--- config.mk ---
export PLATFORM = sky130hd
export DESIGN_NAME = hbdfc_top
export DESIGN_NICKNAME = d
export VERILOG_FILES = /design/src/hbdfc_pkg.sv /design/src/hbdfc_bridge.sv /design/src/hbdfc_top.sv
export SDC_FILE = /design/constraint.sdc
export NUM_CORES = 1
export LEC_CHECK = 0
export BUFFER_PORTS_ARGS = -buffer_cell sky130_fd_sc_hd__buf_2
export CAP_MARGIN = 0
export CORE_MARGIN = 4
export CORE_UTILIZATION = 60
export DETAILED_ROUTE_END_ITERATION = 10
export PLACE_DENSITY = 0.75
export RECOVER_POWER = 50
export SLEW_MARGIN = 20
export SYNTH_ARGS = -nofsm -noshare
export SYNTH_HDL_FRONTEND = slang
export SYNTH_SLANG_ARGS = --single-unit
--- constraint.sdc ---
create_clock -name i_mclk -period 3.5 [get_ports i_mclk]
set_input_delay 0.35 -clock i_mclk [delete_from_list [all_inputs] [get_ports i_mclk]]
set_output_delay 0.35 -clock i_mclk [all_outputs]
set_load 0.01 [all_outputs]
--- src/hbdfc_pkg.sv ---
// Constants for the dual H-bridge decay and fault controller.
// Assumes a single 25 MHz clock; all times are converted to cycle counts here.
package hbdfc_pkg;

  localparam int unsigned CLK_MHZ = 25;

  // Times in nanoseconds, figures as characterised
  localparam int unsigned BLANK_TIME_NS   = 1800;
  localparam int unsigned OFF_TIME_NS     = 20000;
  localparam int unsigned OCP_DEG_NS      = 2800;
  localparam int unsigned RETRY_TIME_NS   = 1600000;
  localparam int unsigned SLEEP_ENTRY_NS  = 1000000;
  localparam int unsigned WAKE_DELAY_NS   = 1000000;

  // Least times round up
  localparam int unsigned BLANK_CYC = (BLANK_TIME_NS * CLK_MHZ + 999) / 1000;
  localparam int unsigned OFF_CYC   = (OFF_TIME_NS * CLK_MHZ + 999) / 1000;
  localparam int unsigned FAST_CYC  = OFF_CYC / 4;
  localparam int unsigned OCP_DEG_CYC = (OCP_DEG_NS * CLK_MHZ + 999) / 1000;
  localparam int unsigned RETRY_CYC = (RETRY_TIME_NS / 1000) * CLK_MHZ;
  localparam int unsigned SLEEP_CYC = (SLEEP_ENTRY_NS / 1000) * CLK_MHZ;
  localparam int unsigned WAKE_CYC  = (WAKE_DELAY_NS / 1000) * CLK_MHZ;

  localparam int unsigned CNT_W     = 16;
  localparam int unsigned LONG_W    = 24;

  // Chopper phases, one-hot
  typedef enum logic [3:0] {
    CH_DRIVE = 4'h1,
    CH_FAST  = 4'h2,
    CH_SLOW  = 4'h4,
    CH_OFF   = 4'h8
  } hbdfc_chop_t;

  // Power mode, one-hot
  typedef enum logic [2:0] {
    PM_RUN   = 3'h1,
    PM_ENTER = 3'h2,
    PM_SLEEP = 3'h4
  } hbdfc_pm_t;

endpackage

--- src/hbdfc_bridge.sv ---
// One H-bridge: input decode, fixed off-time chopping with mixed decay,
// and overcurrent deglitch with retry.
// Assumes all inputs are already synchronised to i_mclk.
`timescale 1ns/1ns
`default_nettype none
module hbdfc_bridge #(
  parameter int unsigned RETRY_CYC = hbdfc_pkg::RETRY_CYC
) (
  input  wire logic       i_mclk,
  input  wire logic       i_reset,
  input  wire logic       i_enable,
  input  wire logic       i_in_a,
  input  wire logic       i_in_b,
  input  wire logic       i_chop_trip,
  input  wire logic       i_zero_cross,
  input  wire logic [3:0] i_ilimit,
  output logic      [3:0] o_gate,
  output logic            o_ocp_fault
);

  // Gate order: [3] high A, [2] low A, [1] high B, [0] low B
  hbdfc_pkg::hbdfc_chop_t st_q;
  hbdfc_pkg::hbdfc_chop_t st_d;
  logic [hbdfc_pkg::CNT_W-1:0]  cnt_q;
  logic [hbdfc_pkg::LONG_W-1:0] ocp_cnt_q;
  logic                         ocp_q;
  logic                         zero_q;
  logic                         fwd_q;

  wire drive_cmd   = i_in_a ^ i_in_b;
  wire fwd_now     = i_in_a & ~i_in_b;
  wire any_limit   = |i_ilimit;
  wire blank_done  = cnt_q >= hbdfc_pkg::CNT_W'(hbdfc_pkg::BLANK_CYC);
  wire fast_done   = cnt_q >= hbdfc_pkg::CNT_W'(hbdfc_pkg::FAST_CYC - 1);
  wire off_done    = cnt_q >= hbdfc_pkg::CNT_W'(hbdfc_pkg::OFF_CYC - 1);
  wire deg_done    = ocp_cnt_q >= hbdfc_pkg::LONG_W'(hbdfc_pkg::OCP_DEG_CYC);
  wire retry_done  = ocp_cnt_q >= hbdfc_pkg::LONG_W'(RETRY_CYC - 1);

  always_comb
  begin
    st_d = st_q;
    case (st_q)
      hbdfc_pkg::CH_DRIVE: if (drive_cmd && blank_done && i_chop_trip) st_d = hbdfc_pkg::CH_FAST;
      hbdfc_pkg::CH_FAST:  if (fast_done) st_d = hbdfc_pkg::CH_SLOW;
      hbdfc_pkg::CH_SLOW:  if (off_done) st_d = hbdfc_pkg::CH_DRIVE;
      hbdfc_pkg::CH_OFF:   st_d = hbdfc_pkg::CH_DRIVE;
      default:             st_d = hbdfc_pkg::CH_DRIVE;
    endcase
    if (!drive_cmd || !i_enable || ocp_q)
      st_d = hbdfc_pkg::CH_OFF;
  end

  always_ff @(posedge i_mclk)
  begin
    if (i_reset)
    begin
      st_q   <= hbdfc_pkg::CH_OFF;
      cnt_q  <= '0;
      zero_q <= 1'b0;
      fwd_q  <= 1'b0;
    end
    else
    begin
      st_q <= st_d;
      // Off time runs from the trip, across both decay phases
      if (st_d != st_q && !(st_q == hbdfc_pkg::CH_FAST && st_d == hbdfc_pkg::CH_SLOW))
        cnt_q <= '0;
      else if (cnt_q != {hbdfc_pkg::CNT_W{1'b1}})
        cnt_q <= cnt_q + 1'b1;
      if (st_q == hbdfc_pkg::CH_DRIVE)
        fwd_q <= fwd_now;
      zero_q <= (st_d == hbdfc_pkg::CH_FAST) & (zero_q | i_zero_cross);
    end
  end

  // Overcurrent: deglitch counts while limit held, then retry wait
  always_ff @(posedge i_mclk)
  begin
    if (i_reset)
    begin
      ocp_q     <= 1'b0;
      ocp_cnt_q <= '0;
    end
    else if (ocp_q)
    begin
      ocp_cnt_q <= ocp_cnt_q + 1'b1;
      if (retry_done)
      begin
        ocp_q     <= 1'b0;
        ocp_cnt_q <= '0;
      end
    end
    else if (any_limit && i_enable)
    begin
      ocp_cnt_q <= ocp_cnt_q + 1'b1;
      if (deg_done)
      begin
        ocp_q     <= 1'b1;
        ocp_cnt_q <= '0;
      end
    end
    else
      ocp_cnt_q <= '0;
  end

  wire [3:0] g_fwd   = 4'h9;
  wire [3:0] g_rev   = 4'h6;
  wire [3:0] g_brake = 4'h5;
  wire [3:0] g_drive = fwd_now ? g_fwd : g_rev;
  wire [3:0] g_decay = fwd_q ? g_rev : g_fwd;
  wire brake_cmd     = i_in_a & i_in_b;

  always_ff @(posedge i_mclk)
  begin
    if (i_reset)
      o_gate <= 4'h0;
    else if (!i_enable || ocp_q)
      o_gate <= 4'h0;
    else if (brake_cmd)
      o_gate <= g_brake;
    else if (!drive_cmd)
      o_gate <= 4'h0;
    else
    begin
      case (st_d)
        hbdfc_pkg::CH_DRIVE: o_gate <= g_drive;
        hbdfc_pkg::CH_FAST:  o_gate <= (zero_q | i_zero_cross) ? 4'h0 : g_decay;
        hbdfc_pkg::CH_SLOW:  o_gate <= g_brake;
        default:             o_gate <= 4'h0;
      endcase
    end
  end

  assign o_ocp_fault = ocp_q;

endmodule
`default_nettype wire

--- src/hbdfc_top.sv ---
// Top of the dual H-bridge decay and fault controller: pin synchronisers,
// undervoltage and thermal handling, sleep sequencing and fault pin.
// Assumes pin-level inputs are asynchronous to i_mclk; gate outputs feed drivers.
`timescale 1ns/1ns
`default_nettype none
// Behaviour
// - Drive until chopping threshold, then recirculate
// - Decay starts fast, then goes slow
// - Decay period: quarter fast, three quarters slow
// - Fast decay turns on opposite driver pair
// - Near-zero current in fast decay disables bridge
// - Slow decay enables both low-side switches
// - Deglitched current limit disables bridge, faults
// - Retry interval ends overcurrent shutdown automatically
// - Overcurrent handled separately per bridge
// - High and low side limits both detected
// - Overcurrent independent of chopping sense path
// - Over-temperature disables switches until it clears
// - Fault released only after operation resumes
// - Undervoltage resets all core logic until recovery
// - Fault held low during undervoltage
// - No fault indication is latched
// - Sleep input high runs, low sleeps
// - Sleep stops regulator, bridges high-impedance
// - Sleep completes after entry delay
// - Wake automatic; outputs wait wake delay
// - Input pair: coast, reverse, forward, brake
// - Fixed off time after chopping trip
// - Sense ignored for blanking after enable
module hbdfc_top #(
  parameter int unsigned RETRY_CYC = hbdfc_pkg::RETRY_CYC,
  parameter int unsigned SLEEP_CYC = hbdfc_pkg::SLEEP_CYC,
  parameter int unsigned WAKE_CYC  = hbdfc_pkg::WAKE_CYC
) (
  input  wire logic       i_mclk,
  input  wire logic       i_reset,
  input  wire logic [1:0] i_bridge_input_a,
  input  wire logic [1:0] i_bridge_input_b,
  input  wire logic       i_sleep_request_n,
  input  wire logic [1:0] i_chop_trip,
  input  wire logic [1:0] i_zero_cross,
  input  wire logic [7:0] i_ilimit,
  input  wire logic       i_over_temp,
  input  wire logic       i_supply_low,
  input  wire logic       i_supply_ok,
  output logic      [7:0] o_gate,
  output logic            o_regulator_en,
  output logic            o_asleep,
  output logic            o_fault_indicator_n_o,
  output logic            o_fault_indicator_n_oe_n
);

  // Two-stage synchronisers for every pin-level input
  localparam int unsigned NSYNC = 19;
  logic [NSYNC-1:0] meta_q;
  logic [NSYNC-1:0] sync_q;
  wire  [NSYNC-1:0] raw_in = {i_bridge_input_a, i_bridge_input_b, i_sleep_request_n,
                              i_chop_trip, i_zero_cross, i_ilimit, i_over_temp,
                              i_supply_ok};

  always_ff @(posedge i_mclk)
  begin
    if (i_reset)
    begin
      meta_q <= '0;
      sync_q <= '0;
    end
    else
    begin
      meta_q <= raw_in;
      sync_q <= meta_q;
    end
  end

  wire [1:0] s_in_a     = sync_q[18:17];
  wire [1:0] s_in_b     = sync_q[16:15];
  wire       s_sleep_n  = sync_q[14];
  wire [1:0] s_trip     = sync_q[13:12];
  wire [1:0] s_zero     = sync_q[11:10];
  wire [7:0] s_ilimit   = sync_q[9:2];
  wire       s_hot      = sync_q[1];

  // Undervoltage lockout with hysteresis: falling report, rising recovery
  // Supply-low pin has its own two-stage synchroniser below
  logic uv_q;
  wire  s_supply_ok  = sync_q[0];
  logic sl_meta_q;
  logic sl_q;

  always_ff @(posedge i_mclk)
  begin
    if (i_reset)
    begin
      sl_meta_q <= 1'b0;
      sl_q      <= 1'b0;
    end
    else
    begin
      sl_meta_q <= i_supply_low;
      sl_q      <= sl_meta_q;
    end
  end

  always_ff @(posedge i_mclk)
  begin
    if (i_reset)
      uv_q <= 1'b1;
    else if (sl_q)
      uv_q <= 1'b1;
    else if (s_supply_ok)
      uv_q <= 1'b0;
  end

  // Core logic reset is held by undervoltage as well as the pin reset
  wire core_reset = i_reset | uv_q;

  // Sleep sequencing
  hbdfc_pkg::hbdfc_pm_t pm_q;
  logic [hbdfc_pkg::LONG_W-1:0] pm_cnt_q;
  logic                         wake_q;
  logic [hbdfc_pkg::LONG_W-1:0] wake_cnt_q;
  logic                         sleep_d1_q;

  wire sleep_fall = sleep_d1_q & ~s_sleep_n;
  wire entry_done = pm_cnt_q >= hbdfc_pkg::LONG_W'(SLEEP_CYC - 1);
  wire wake_done  = wake_cnt_q >= hbdfc_pkg::LONG_W'(WAKE_CYC - 1);

  always_ff @(posedge i_mclk)
  begin
    if (core_reset)
    begin
      pm_q       <= hbdfc_pkg::PM_RUN;
      pm_cnt_q   <= '0;
      sleep_d1_q <= 1'b1;
    end
    else
    begin
      sleep_d1_q <= s_sleep_n;
      case (pm_q)
        hbdfc_pkg::PM_RUN:
        begin
          pm_cnt_q <= '0;
          if (sleep_fall)
            pm_q <= hbdfc_pkg::PM_ENTER;
        end
        hbdfc_pkg::PM_ENTER:
        begin
          pm_cnt_q <= pm_cnt_q + 1'b1;
          if (s_sleep_n)
            pm_q <= hbdfc_pkg::PM_RUN;
          else if (entry_done)
            pm_q <= hbdfc_pkg::PM_SLEEP;
        end
        hbdfc_pkg::PM_SLEEP:
        begin
          pm_cnt_q <= '0;
          if (s_sleep_n)
            pm_q <= hbdfc_pkg::PM_RUN;
        end
        default:
          pm_q <= hbdfc_pkg::PM_RUN;
      endcase
    end
  end

  // Wake delay holds outputs idle after sleep or power-up
  always_ff @(posedge i_mclk)
  begin
    if (core_reset)
    begin
      wake_q     <= 1'b1;
      wake_cnt_q <= '0;
    end
    else if (pm_q == hbdfc_pkg::PM_SLEEP)
    begin
      wake_q     <= 1'b1;
      wake_cnt_q <= '0;
    end
    else if (wake_q)
    begin
      wake_cnt_q <= wake_cnt_q + 1'b1;
      if (wake_done)
        wake_q <= 1'b0;
    end
  end

  // After a lockout the bridges stay idle through the wake delay, so the
  // fault is held until that delay ends rather than when the supply returns
  logic restart_q;

  always_ff @(posedge i_mclk)
  begin
    if (core_reset)
      restart_q <= 1'b1;
    else if (!wake_q)
      restart_q <= 1'b0;
  end

  wire asleep  = pm_q == hbdfc_pkg::PM_SLEEP;
  wire running = ~asleep & ~wake_q;
  wire bridge_en = running & ~s_hot;

  logic [1:0] ocp_fault;

  genvar g;
  generate
    for (g = 0; g < 2; g++)
    begin : g_br
      hbdfc_bridge #(
        .RETRY_CYC (RETRY_CYC)
      ) u_bridge (
        .i_mclk       (i_mclk),
        .i_reset      (core_reset),
        .i_enable     (bridge_en),
        .i_in_a       (s_in_a[g]),
        .i_in_b       (s_in_b[g]),
        .i_chop_trip  (s_trip[g]),
        .i_zero_cross (s_zero[g]),
        .i_ilimit     (s_ilimit[4*g+3:4*g]),
        .o_gate       (o_gate[4*g+3:4*g]),
        .o_ocp_fault  (ocp_fault[g])
      );
    end
  endgenerate

  // Fault is a live combination: nothing latched, cleared when drive resumes
  logic fault_q;
  wire  fault_now = uv_q | restart_q | s_hot | (|ocp_fault);

  always_ff @(posedge i_mclk)
  begin
    if (i_reset)
      fault_q <= 1'b1;
    else
      fault_q <= fault_now;
  end

  // Open drain: output always low, enable active low while pulling
  assign o_fault_indicator_n_o    = 1'b0;
  assign o_fault_indicator_n_oe_n = ~fault_q;

  logic reg_en_q;
  logic asleep_q;

  always_ff @(posedge i_mclk)
  begin
    if (core_reset)
    begin
      reg_en_q <= 1'b0;
      asleep_q <= 1'b0;
    end
    else
    begin
      reg_en_q <= ~asleep;
      asleep_q <= asleep;
    end
  end

  assign o_regulator_en = reg_en_q;
  assign o_asleep       = asleep_q;

endmodule
`default_nettype wire

==> results of run 1 <==
synth_stat cells (5+ instances only):
| cell | instances | share of area (%) |
|---|---|---|
| nor2_1 | 117 | 5.1 |
| o21ai_0 | 30 | 1.8 |
| o21a_1 | 10 | 0.88 |
| or3_1 | 9 | 0.66 |
| dfxtp_1 | 200 | 47 |
| nor4b_1 | 6 | 0.61 |
| and3_1 | 24 | 1.8 |
| ha_1 | 18 | 2.6 |
| xor2_1 | 46 | 4.7 |
| nand4_1 | 25 | 1.8 |
| a31oi_1 | 6 | 0.44 |
| o21ai_1 | 5 | 0.29 |
| a21oi_1 | 33 | 1.9 |
| and2_1 | 6 | 0.44 |
| xnor2_1 | 23 | 2.4 |
| inv_1 | 20 | 0.88 |
| nand3b_1 | 5 | 0.44 |
| nand2_1 | 52 | 2.3 |
| nand3_1 | 58 | 3.4 |
| nor3_1 | 41 | 2.4 |
| mux2i_1 | 9 | 1.1 |
| nor2b_1 | 42 | 3.1 |
| nor3b_1 | 6 | 0.53 |
| mux2_2 | 6 | 0.79 |
| nor3_2 | 12 | 1.4 |
| a311oi_1 | 8 | 0.82 |
| clkbuf_1 | 19 | 0.83 |
| nand2b_1 | 9 | 0.66 |
| or4_1 | 6 | 0.53 |
| buf_2 | 5 | 0.29 |
| nor4_1 | 15 | 1.1 |
registers in the layout (all words and copies together), names as in the netlist, 3 cells and up:
register,count
g_br.u_bridge.ocp_cnt_q,48
g_br.u_bridge.cnt_q,32
pm_cnt_q,24
wake_cnt_q,24
meta_q,19
sync_q,19
g_br.u_bridge.o_gate,8
g_br.u_bridge.st_q,8
pm_q,3
final cells by class:
type / instances / area, µm² / area share (%)
clock buffer: 19 / 453 / 4.77
inverter: 20 / 75.1 / 0.791
clock inverter: 12 / 133 / 1.40
tap: 180 / 225 / 2.37
timing repair buffer: 41 / 198 / 2.08
multi-input combinational: 706 / 4410 / 46.4
sequential: 200 / 4000 / 42.2
worst paths after layout:
check                                                  to  slack, ns
hold / removal                      meta_q[17]$_SDFF_PP0_       0.12
setup / recovery  g_br[1].u_bridge.cnt_q[14]$_SDFFE_PP0P_       0.71
setup reg to reg  g_br[1].u_bridge.cnt_q[14]$_SDFFE_PP0P_       0.71
hold reg to reg                         uv_q$_SDFFE_PP1P_       0.41
power breakdown:
group          switching (W)  internal [W]
Combinational      0.0000423     0.0000334
Clock               0.000886       0.00104
Sequential         0.0000117       0.00231
cells by family (layout without fill, tap and decap cells):
group | after synthesis | in the layout | synth area share [%]
and+or+nand+nor | 460 | 460 | 29.4
DFF | 200 | 200 | 46.7
AOI/OAI and AO/OA | 127 | 127 | 9.94
xor gates and xnor gates | 69 | 69 | 7.05
buffers and inverters | 47 | 92 | 2.39
adders and majority gates | 18 | 18 | 2.63
muxes | 15 | 15 | 1.84
other | 1 | 17 | 0.0438
per-layer routing:
layer	GRT usage, %	vias to the layer above	routed length [µm]
met1	27.4	2996	7710
li1	-	3406	-
met4	5.80	0	146
met5	0	-	0
met2	31.5	90	7050
met3	4.43	14	536
per-stage QoR:
stage	setup WS [ns]	utilization (%)	hold WS (ns)	power, W	cells
5_1_grt	0.411	68.1	0.112	0.00447	1178
4_1_cts	0.867	68.4	0.105	0.00437	1178
6_report	0.706	68.1	0.125	0.00433	1178
3_3_place_gp	0.914	64.2	0.392	0.00245	1147
2_1_floorplan	1.09	-	0.388	0.00242	953
3_5_place_dp	0.888	64.2	0.399	0.00245	1147
placed cells by master (no fill, tap or decap), types with 24 or more instances in the layout:
cell type	Yosys	final
o21ai_0	30	32
nand2_1	52	53
nand4_1	25	25
dfxtp_1	200	200
nor2b_1	42	42
nor2_1	117	117
nand3_1	58	58
xor2_1	46	46
nor3_1	41	42
a21oi_1	33	33
and3_1	24	24
==> reports/qor.yml, run 1 <==
status: "finished, violations left"
violations: "capacitance limit, slew limit"
arrival_ns: 3.12
worst_ir_drop_vdd_v: 0.000403
drv_cap: 1
crit_family: "simple AND/OR/NAND/NOR gates"
end_kind: "flop"
crit_fanout: 15
clock_skew_ns: 0.0121
rows: 43
drt-initial-drc-count: 464
crit_chain: "inv_1, ha_1, or3_1, nor3_1, nand2_1, nor3_2, nor2_2, a2111oi_2"
ff2ff_path_depth: 8
path_class: "reg2reg"
firstDrtPassIters: 5
wl_um: 15500
seq_area_frac_synth_pct: 46.7
final_area_mm2: 0.00950
cts_tree: "done"
fillerInstances: 1143
postPlaceCellArea_mm2: 0.00895
synthArstFlopShare_pct: 0
dieArea_mm2: 0.0163
post-cts-setup-buffers: 0
cts.sinks: 200
die_h_um: 128
grt_pass1_vias: 6005
die_width_um: 128
syn_area_mm2: 0.00857
slowest_stage: "or3_1"
ctsHoldBuffers: 0
r2r-start: "sync_q[16]$_SDFF_PP0_"
synth_warnings: 0
clk_pin_slew_ns: 0.07
routed_via_density: 5.52
hold_viol: 0
drc: 0
ys_ff_latch: 200
cp.required_ns: 3.83
cts_resized: 0
startpoint: "sync_q[16]$_SDFF_PP0_"
core_area_mm2: 0.0139
clock_latency_ns: 0.44
drive_above_1_share_pct: 9.02
synth.distinct_cells: 75
whs_path_depth: 2
grt_max_degree: 44
start_util_pct: 61.5
syn_inst: 937
grt_usage_pct: 19.9
fin_crit_sh_pct: 79.8
yosys_most_used_dff: "dfxtp_1"
drv_slew: 44
hold_path.class: "in2reg"
place.detailed.hpwl_um: 10600
fmax_ghz: 0.358
startpoint_type: "flop"
max_slew_margin_pct: -6.32
final_nets: 1026
wl_per_cell_um: 13.1
synth_edf_count: 0
finalSetupViolCount: 0
gp_congestion: 0.846
cp_num_buf_inv: 1
diodes: 0
tightestPinTransition_ns: 1.59
p_leak_nw: 3.34
antenna_left: 0
clk_path_buf_depth: 2
tns_ns: 0
synth.avg_cell_area_um2: 9.15
vias: 6506
p_per_area_mw_per_mm2: 456
max_stage_delay_ns: 0.42
htreeDepth: 4
cts_root_buf: "clkbuf_16"
numPortBuffers: 32
cp.depth: 8
numCtsBuffers: 17
grt_setup_unrepaired: "false"
area_growth_syn_to_layout_pct: 10.8
overflow: 0
grt_pass1_wl_um: 27100
finalCriticalPeriod_ns: 2.79
io_pins: 34
hp-start: "i_bridge_input_a[0]"
antenna_found_initial: 0
(Power assumes the default switching activity.)
==> inputs of run 2 (changes only) <==
- ABC_AREA: default -> 1
- CORE_UTILIZATION: 60 -> 56
- PLACE_DENSITY: 0.75 -> 0.73
- clock period: 3.5 -> 2.55 ns (I/O delays scaled with it)
==> run 2 against run 1 <==
Routed wire length is 6.7% higher. Sequential share of layout area is 2.3 points lower. Synthesized cell count is 28% higher. Cell area rose by 5.7%. First-iteration DRC count shrank 9.9%. Register-to-register slack got worse by 0.26 ns. Die area increased by 12%. Clock-buffer cell count down 1. Clock power rose by 42%. Sequential cell count stayed put. Clock skew is 0.0012 ns lower. The run still ends with capacitance limit, slew limit left. Area after synthesis up 5.6%.
==> reports/qor.yml, run 2 <==
drc: 0  # unchanged
final_area_mm2: 0.0100  # was 0.00950 mm²
ys_top_cells_by_area: "dfxtp_1, nor2_1, nand2_1"  # was dfxtp_1, nor2_1, xor2_1
drv_slew: 42  # was 44
tightestPinTransition_ns: 1.74  # was 1.59 ns
p_leak_nw: 3.99  # was 3.34 nW
place.detailed.hpwl_um: 11800  # was 10,600 µm
io_pins: 34  # unchanged
ys_ff_latch: 200  # unchanged
seq_area_frac_synth_pct: 44.2  # was 46.7%
path_class: "reg2reg"  # unchanged
gp_congestion: 0.851  # was 0.846
fin_crit_sh_pct: 82.4  # was 79.8%
grt_setup_unrepaired: "false"  # unchanged
numCtsBuffers: 17  # unchanged
power_w: 0.00606  # was 0.00433 W
p_per_area_mw_per_mm2: 604  # was 456 mW/mm²
rows: 46  # was 43
drive_above_1_share_pct: 8.94  # was 9.02%
grt_max_degree: 42  # was 44
finalSetupViolCount: 0  # unchanged
final_common_cell: "nor2_1"  # was dfxtp_1
crit_fanout: 16  # was 15
reg_top3: "g_br.u_bridge.ocp_cnt_q x48, g_br.u_bridge.cnt_q x32"  # unchanged
numPortBuffers: 32  # unchanged
core_area_mm2: 0.0159  # was 0.0139 mm²
finalCriticalPeriod_ns: 2.10  # was 2.79 ns
synth_edf_count: 0  # unchanged
wl_um: 16500  # was 15,500 µm
ys_top_cells_by_count: "nor2_1, dfxtp_1, nand2_1, inv_1, nand3_1"  # was dfxtp_1, nor2_1, nand3_1, nand2_1, xor2_1
largest_register: "g_br.u_bridge.ocp_cnt_q"  # unchanged
overflow: 0  # unchanged
fillerInstances: 1426  # was 1,143
vias: 7286  # was 6,506
yosysMostFrequentCell: "nor2_1"  # was dfxtp_1
startpoint_type: "flop"  # unchanged
clk_pin_slew_ns: 0.08  # was 0.07 ns
drv_cap: 1  # unchanged
hold_viol: 0  # unchanged
violations: "capacitance limit, slew limit"  # unchanged
tns_ns: 0  # unchanged
grt_pass1_vias: 6629  # was 6,005
firstDrtPassIters: 5  # unchanged
finalNonFillerCells: 1480  # was 1,178
synth.distinct_cells: 55  # was 75
dieArea_mm2: 0.0183  # was 0.0163 mm²
start_util_pct: 57.0  # was 61.5%
wl_per_cell_um: 11.1  # was 13.1 µm
cts_tree: "done"  # unchanged
routed_via_density: 4.92  # was 5.52
synthArstFlopShare_pct: 0  # unchanged
grt_usage_pct: 18.9  # was 19.9%
htreeDepth: 4  # unchanged
grt_pass1_wl_um: 29200  # was 27,100 µm
syn_area_mm2: 0.00905  # was 0.00857 mm²
ctsHoldBuffers: 0  # unchanged
status: "finished, violations left"  # unchanged
arrival_ns: 2.46  # was 3.12 ns
synth.avg_cell_area_um2: 7.55  # was 9.15 µm²
die_width_um: 135  # was 128 µm
crit_chain: "inv_1, ha_1, nand2_1, nand4_1, nand3b_1, nand2_2, nand2_2, nand2_2, nand2_1, nand2_1, nor2_1, nand2_1, nand2_2, nand2_4, nor2_1"  # was inv_1, ha_1, or3_1, nor3_1, nand2_1, nor3_2, nor2_2, a2111oi_2
clock_skew_ns: 0.0109  # was 0.0121 ns
synth_top_area_cell: "dfxtp_1"  # unchanged
slowest_stage: "dfxtp_1"  # was or3_1
max_stage_delay_ns: 0.43  # was 0.42 ns
die_h_um: 135  # was 128 µm
whs_ns: 0.0177  # was 0.125 ns
area_growth_syn_to_layout_pct: 10.9  # was 10.8%
end_kind: "flop"  # unchanged
yosysTopAreaCellShare_pct: 44.2  # was 46.7%
cp.required_ns: 2.91  # was 3.83 ns
antenna_left: 0  # unchanged
yosys_most_used_dff: "dfxtp_1"  # unchanged
whs_path_depth: 3  # was 2
syn_inst: 1199  # was 937
cts_root_buf: "clkbuf_16"  # unchanged
max_slew_margin_pct: -16.3  # was -6.32%
cts_resized: 0  # unchanged
clock_latency_ns: 0.43  # was 0.44 ns
mostFrequentLayoutCells: "nor2_1, dfxtp_1, nand2_1"  # was dfxtp_1, nor2_1, nand3_1
antenna_found_initial: 0  # unchanged
synth_warnings: 0  # unchanged
ff2ff_path_depth: 15  # was 8
multi_input_area_mm2: 0.00427  # was 0.00441 mm²
cts.sinks: 200  # unchanged
postPlaceCellArea_mm2: 0.00946  # was 0.00895 mm²
hold_path.class: "in2reg"  # unchanged
largest_reg_flops: 48  # unchanged
regArea_mm2: 0.00400  # unchanged
clk_path_buf_depth: 2  # unchanged
fmax_ghz: 0.476  # was 0.358 GHz
final_nets: 1291  # was 1,026
placed_cells: 1448  # was 1,147
worst_ir_drop_vdd_v: 0.000442  # was 0.000403 V
post-cts-setup-buffers: 0  # unchanged
rrSetupSlack_ns: 0.45  # was 0.71 ns
diodes: 0  # unchanged
drt-initial-drc-count: 418  # was 464
[run 2: changes by cell type in the layout (fill, tap and decap cells not counted), sizes merged, moves of 10 or more]
cell / change
inv: +165
xor2: -10
nand3: +14
nor2b: -42
and3: -23
o21ai: +12
nor2: +125
nor3: -16
nand2: +145
a21oi: +10
xnor2: -12
or3: -11
[run 2: layer usage]
layer	vias up	global-route usage [%]	wire length, µm
li1	3903	-	-
met1	3289	25.6	8180
met2	82	31.4	7740
met3	12	3.99	432
met4	0	4.37	135
met5	-	0	0
[run 2: stage by stage]
step	util, %	setup slack [ns]
after global placement	59.5	0.526
after CTS	63.4	0.457
after floorplan	-	0.745
after detailed placement	59.5	0.470
final	63.2	0.448
after global routing	63.2	0.135
[run 2: cell type report]
class	instances	area share, %
multi-input combinational	810	42.6
sequential	200	39.9
clock inverter	14	1.71
clock buffer	18	4.38
timing repair buffer	38	1.78
inverter	184	6.96
tap	216	2.69
[run 2: report_power, final]
| group | internal [W] | total (W) | leakage, nW | switching [W] |
|---|---|---|---|---|
| Combinational | 0.0000427 | 0.000128 | 2.06 | 0.0000853 |
| Clock | 0.00145 | 0.00275 | 0.303 | 0.00130 |
| Sequential | 0.00317 | 0.00318 | 1.63 | 0.0000155 |
| Total | 0.00466 | 0.00606 | 3.99 | 0.00140 |
[run 2: critical path: cells and delay by family, from the launching register on]
family | cells | cell delay [ns]
and+or+nand+nor | 13 | 1.26
adders and majority gates | 1 | 0.21
DFF | 1 | 0.43
buffers and inverters | 1 | 0.12
[run 2: logic make-up (layout without fill, tap and decap cells)]
| group | count (synthesis) | after routing | synth area share (%) |
|---|---|---|---|
| flops | 200 | 200 | 44.2 |
| compound gates | 118 | 118 | 7.24 |
| xor+xnor | 47 | 47 | 4.55 |
| other cells | 1 | 17 | 0.0414 |
| buf+inv | 205 | 254 | 9.15 |
| mux | 1 | 1 | 0.111 |
| fa+ha+maj | 18 | 18 | 2.49 |
| simple gates | 609 | 609 | 32.2 |
[run 2: path summary, 6_finish.rpt]
| path | to | start |
|---|---|---|
| max | g_br[0].u_bridge.cnt_q[5]$_SDFFE_PP0P_ | g_br[0].u_bridge.cnt_q[0]$_SDFFE_PP0P_ |
| max reg2reg | g_br[0].u_bridge.cnt_q[5]$_SDFFE_PP0P_ | g_br[0].u_bridge.cnt_q[0]$_SDFFE_PP0P_ |
| min | sl_meta_q$_SDFF_PP0_ | i_supply_low |
| min reg2reg | sync_q[5]$_SDFF_PP0_ | meta_q[5]$_SDFF_PP0_ |
==> inputs of run 3 (changes only) <==
- clock period: 2.55 -> 1.9 ns (I/O delays scaled with it)
==> run 3 against run 2 <==
Combinational power increased by 86%. Maximum frequency increased by 8.0%. Largest cell class unchanged. Global-route usage increased by 1.7 points. Sequential power increased by 34%. Clock power increased by 26%. Sequential share of layout area decreased by 4.3 points. Register-to-register slack got worse by 0.49 ns. Worst setup slack got worse by 0.49 ns. Via count increased by 7.6%. The flow finishes with violations (setup timing).
==> reports/qor.yml, run 3 (synthesis results as in run 2) <==
fin_crit_sh_pct: 102  # was 82.4%
clk_pin_slew_ns: 0.08  # about the same
area_growth_syn_to_layout_pct: 25.2  # was 10.9%
rrSetupSlack_ns: -0.05  # was 0.45 ns
wl_um: 19200  # was 16,500 µm
worst_ir_drop_vdd_v: 0.000663  # was 0.000442 V
io_pins: 34  # unchanged
wl_per_cell_um: 12.1  # was 11.1 µm
drt-initial-drc-count: 473  # was 418
whs_ns: 0.297  # was 0.0177 ns
gp_congestion: 0.854  # was 0.851
tightestPinTransition_ns: 0.548  # was 1.74 ns
hold_end: "sync_q[16]$_SDFF_PP0_"  # was sl_meta_q$_SDFF_PP0_
reg_top3: "g_br.u_bridge.ocp_cnt_q x48, g_br.u_bridge.cnt_q x32"  # unchanged
final_util_pct: 71.3  # was 63.2%
final_area_mm2: 0.0113  # was 0.0100 mm²
final_common_cell: "dfxtp_1"  # was nor2_1
numPortBuffers: 32  # unchanged
place.detailed.hpwl_um: 12600  # was 11,800 µm
firstDrtPassIters: 5  # unchanged
grt_setup_unrepaired: "true"  # was false
fmax_ghz: 0.514  # was 0.476 GHz
dieArea_mm2: 0.0183  # unchanged
top_usage_layer: "met2"  # unchanged
use_met2_pct: 34.1  # was 31.4%
antenna_left: 0  # unchanged
hold_path.class: "in2reg"  # unchanged
htreeDepth: 4  # unchanged
grt_max_degree: 42  # unchanged
numCtsBuffers: 17  # unchanged
hold_viol: 0  # unchanged
hp-start: "i_reset"  # was i_supply_low
p_per_area_mw_per_mm2: 704  # was 604 mW/mm²
multi_input_area_mm2: 0.00476  # was 0.00427 mm²
mostFrequentLayoutCells: "dfxtp_1, nor2_1, nand2_1"  # was nor2_1, dfxtp_1, nand2_1
cts_tree: "done"  # unchanged
end_kind: "flop"  # unchanged
drc: 0  # unchanged
grt_pass1_vias: 7189  # was 6,629
die_h_um: 135  # unchanged
clk_path_buf_depth: 2  # unchanged
final_nets: 1391  # was 1,291
arrival_ns: 2.27  # was 2.46 ns
regArea_mm2: 0.00404  # was 0.00400 mm²
overflow: 0  # unchanged
drv_cap: 0  # was 1
rows: 46  # unchanged
grt_pass1_wl_um: 31500  # was 29,200 µm
largest_register: "g_br.u_bridge.ocp_cnt_q"  # unchanged
path_class: "reg2reg"  # unchanged
tns_ns: -0.0659  # was 0 ns
p_leak_nw: 4.57  # was 3.99 nW
largest_reg_flops: 48  # unchanged
r2r-start: "g_br[0].u_bridge.cnt_q[7]$_SDFFE_PP0P_"  # was g_br[0].u_bridge.cnt_q[0]$_SDFFE_PP0P_
setup_ws_ns: -0.0457  # was 0.448 ns
antenna_found_initial: 0  # unchanged
fillerInstances: 1266  # was 1,426
clock_skew_ns: 0.0110  # was 0.0109 ns
grt_usage_pct: 20.6  # was 18.9%
clock_latency_ns: 0.44  # was 0.43 ns
die_width_um: 135  # unchanged
whs_path_depth: 3  # unchanged
cts.sinks: 200  # unchanged
drv_slew: 0  # was 42
finalSetupViolCount: 4  # was 0
finalCriticalPeriod_ns: 1.95  # was 2.10 ns
drive_above_1_share_pct: 21.9  # was 8.94%
grt_use_met1_pct: 27.4  # was 25.6%
rr_endpoint: "g_br[0].u_bridge.cnt_q[4]$_SDFFE_PP0P_"  # was g_br[0].u_bridge.cnt_q[5]$_SDFFE_PP0P_
violations: "setup timing"  # was capacitance limit, slew limit
use_met3_pct: 3.61  # was 3.99%
core_area_mm2: 0.0159  # unchanged
cp.required_ns: 2.22  # was 2.91 ns
cts_root_buf: "clkbuf_16"  # unchanged
vias: 7842  # was 7,286
routed_via_density: 4.96  # was 4.92
max_slew_margin_pct: 63.2  # was -16.3%
diodes: 0  # unchanged
status: "finished, violations left"  # unchanged
start_util_pct: 57.0  # unchanged
postPlaceCellArea_mm2: 0.00991  # was 0.00946 mm²
startpoint_type: "flop"  # unchanged
ff2ff_path_depth: 10  # was 15
crit_fanout: 6  # was 16
run 3: report_power, final:
part / switching (W) / internal [W] / total [W]
registers: 0.0000230 / 0.00425 / 0.00427
logic: 0.000137 / 0.000101 / 0.000238
clock network: 0.00161 / 0.00186 / 0.00347
total: 0.00177 / 0.00621 / 0.00798
run 3: worst max-delay path: stages, from the launching register on:
cell	delay (ns)
dfxtp_1	0.45
nand2_1	0.11
buf_4	0.16
nor3_1	0.15
nand2_1	0.13
nor2_2	0.17
nand2_2	0.14
nand2_2	0.11
nor2_1	0.06
xor2_1	0.30
nor2_4	0.06
run 3: stage by stage:
stage | std cells | total power [W] | worst slack, ns
after floorplan | 1215 | 0.00449 | 0.0953
after global placement | 1507 | 0.00454 | -0.0329
after detailed placement | 1507 | 0.00455 | -0.133
after CTS | 1565 | 0.00804 | 0.000874
after global routing | 1580 | 0.00825 | -0.156
final | 1580 | 0.00798 | -0.0457
run 3: cell type report:
cell class	count	area share (%)
Clock buffer	20	3.94
Clock inverter	12	1.04
Inverter	184	6.24
Multi-Input combinational cell	812	42.0
Sequential cell	200	35.6
Tap cell	216	2.39
Timing Repair Buffer	136	8.76
run 3: metal layers:
metal  vias up  routed length [µm]
met3        25                 591
met5         -                   0
li1       4084                   -
met2       128                9270
met4         0                 267
met1      3605                9030
run 3: how the worst max path moves through the flow:
stage / start / to / slack, ns / depth (start not counted)
global route: g_br[1].u_bridge.cnt_q[1]$_SDFFE_PP0P_ / g_br[1].u_bridge.cnt_q[13]$_SDFFE_PP0P_ / -0.16 / 17
CTS: g_br[1].u_bridge.cnt_q[13]$_SDFFE_PP0P_ / g_br[1].u_bridge.cnt_q[8]$_SDFFE_PP0P_ / 0.0009 / 15
finish: g_br[0].u_bridge.cnt_q[7]$_SDFFE_PP0P_ / g_br[0].u_bridge.cnt_q[4]$_SDFFE_PP0P_ / -0.05 / 10
global placement: sync_q[15]$_SDFF_PP0_ / g_br[0].u_bridge.cnt_q[2]$_SDFFE_PP0P_ / -0.03 / 13
floorplan: sync_q[15]$_SDFF_PP0_ / g_br[0].u_bridge.cnt_q[14]$_SDFFE_PP0P_ / 0.1 / 14
detailed placement: sync_q[15]$_SDFF_PP0_ / g_br[0].u_bridge.cnt_q[5]$_SDFFE_PP0P_ / -0.13 / 13
run 3: repair_timing:
item | CTS | global route
pin swaps | 17 | 42
resized for setup | 36 | 113
hold buffers | 20 | 0
hold endpoints to repair | 20 | 0
buffers inserted | 4 | 15
endpoints found under the setup margin | 44 | 76
gates cloned | 2 | 0
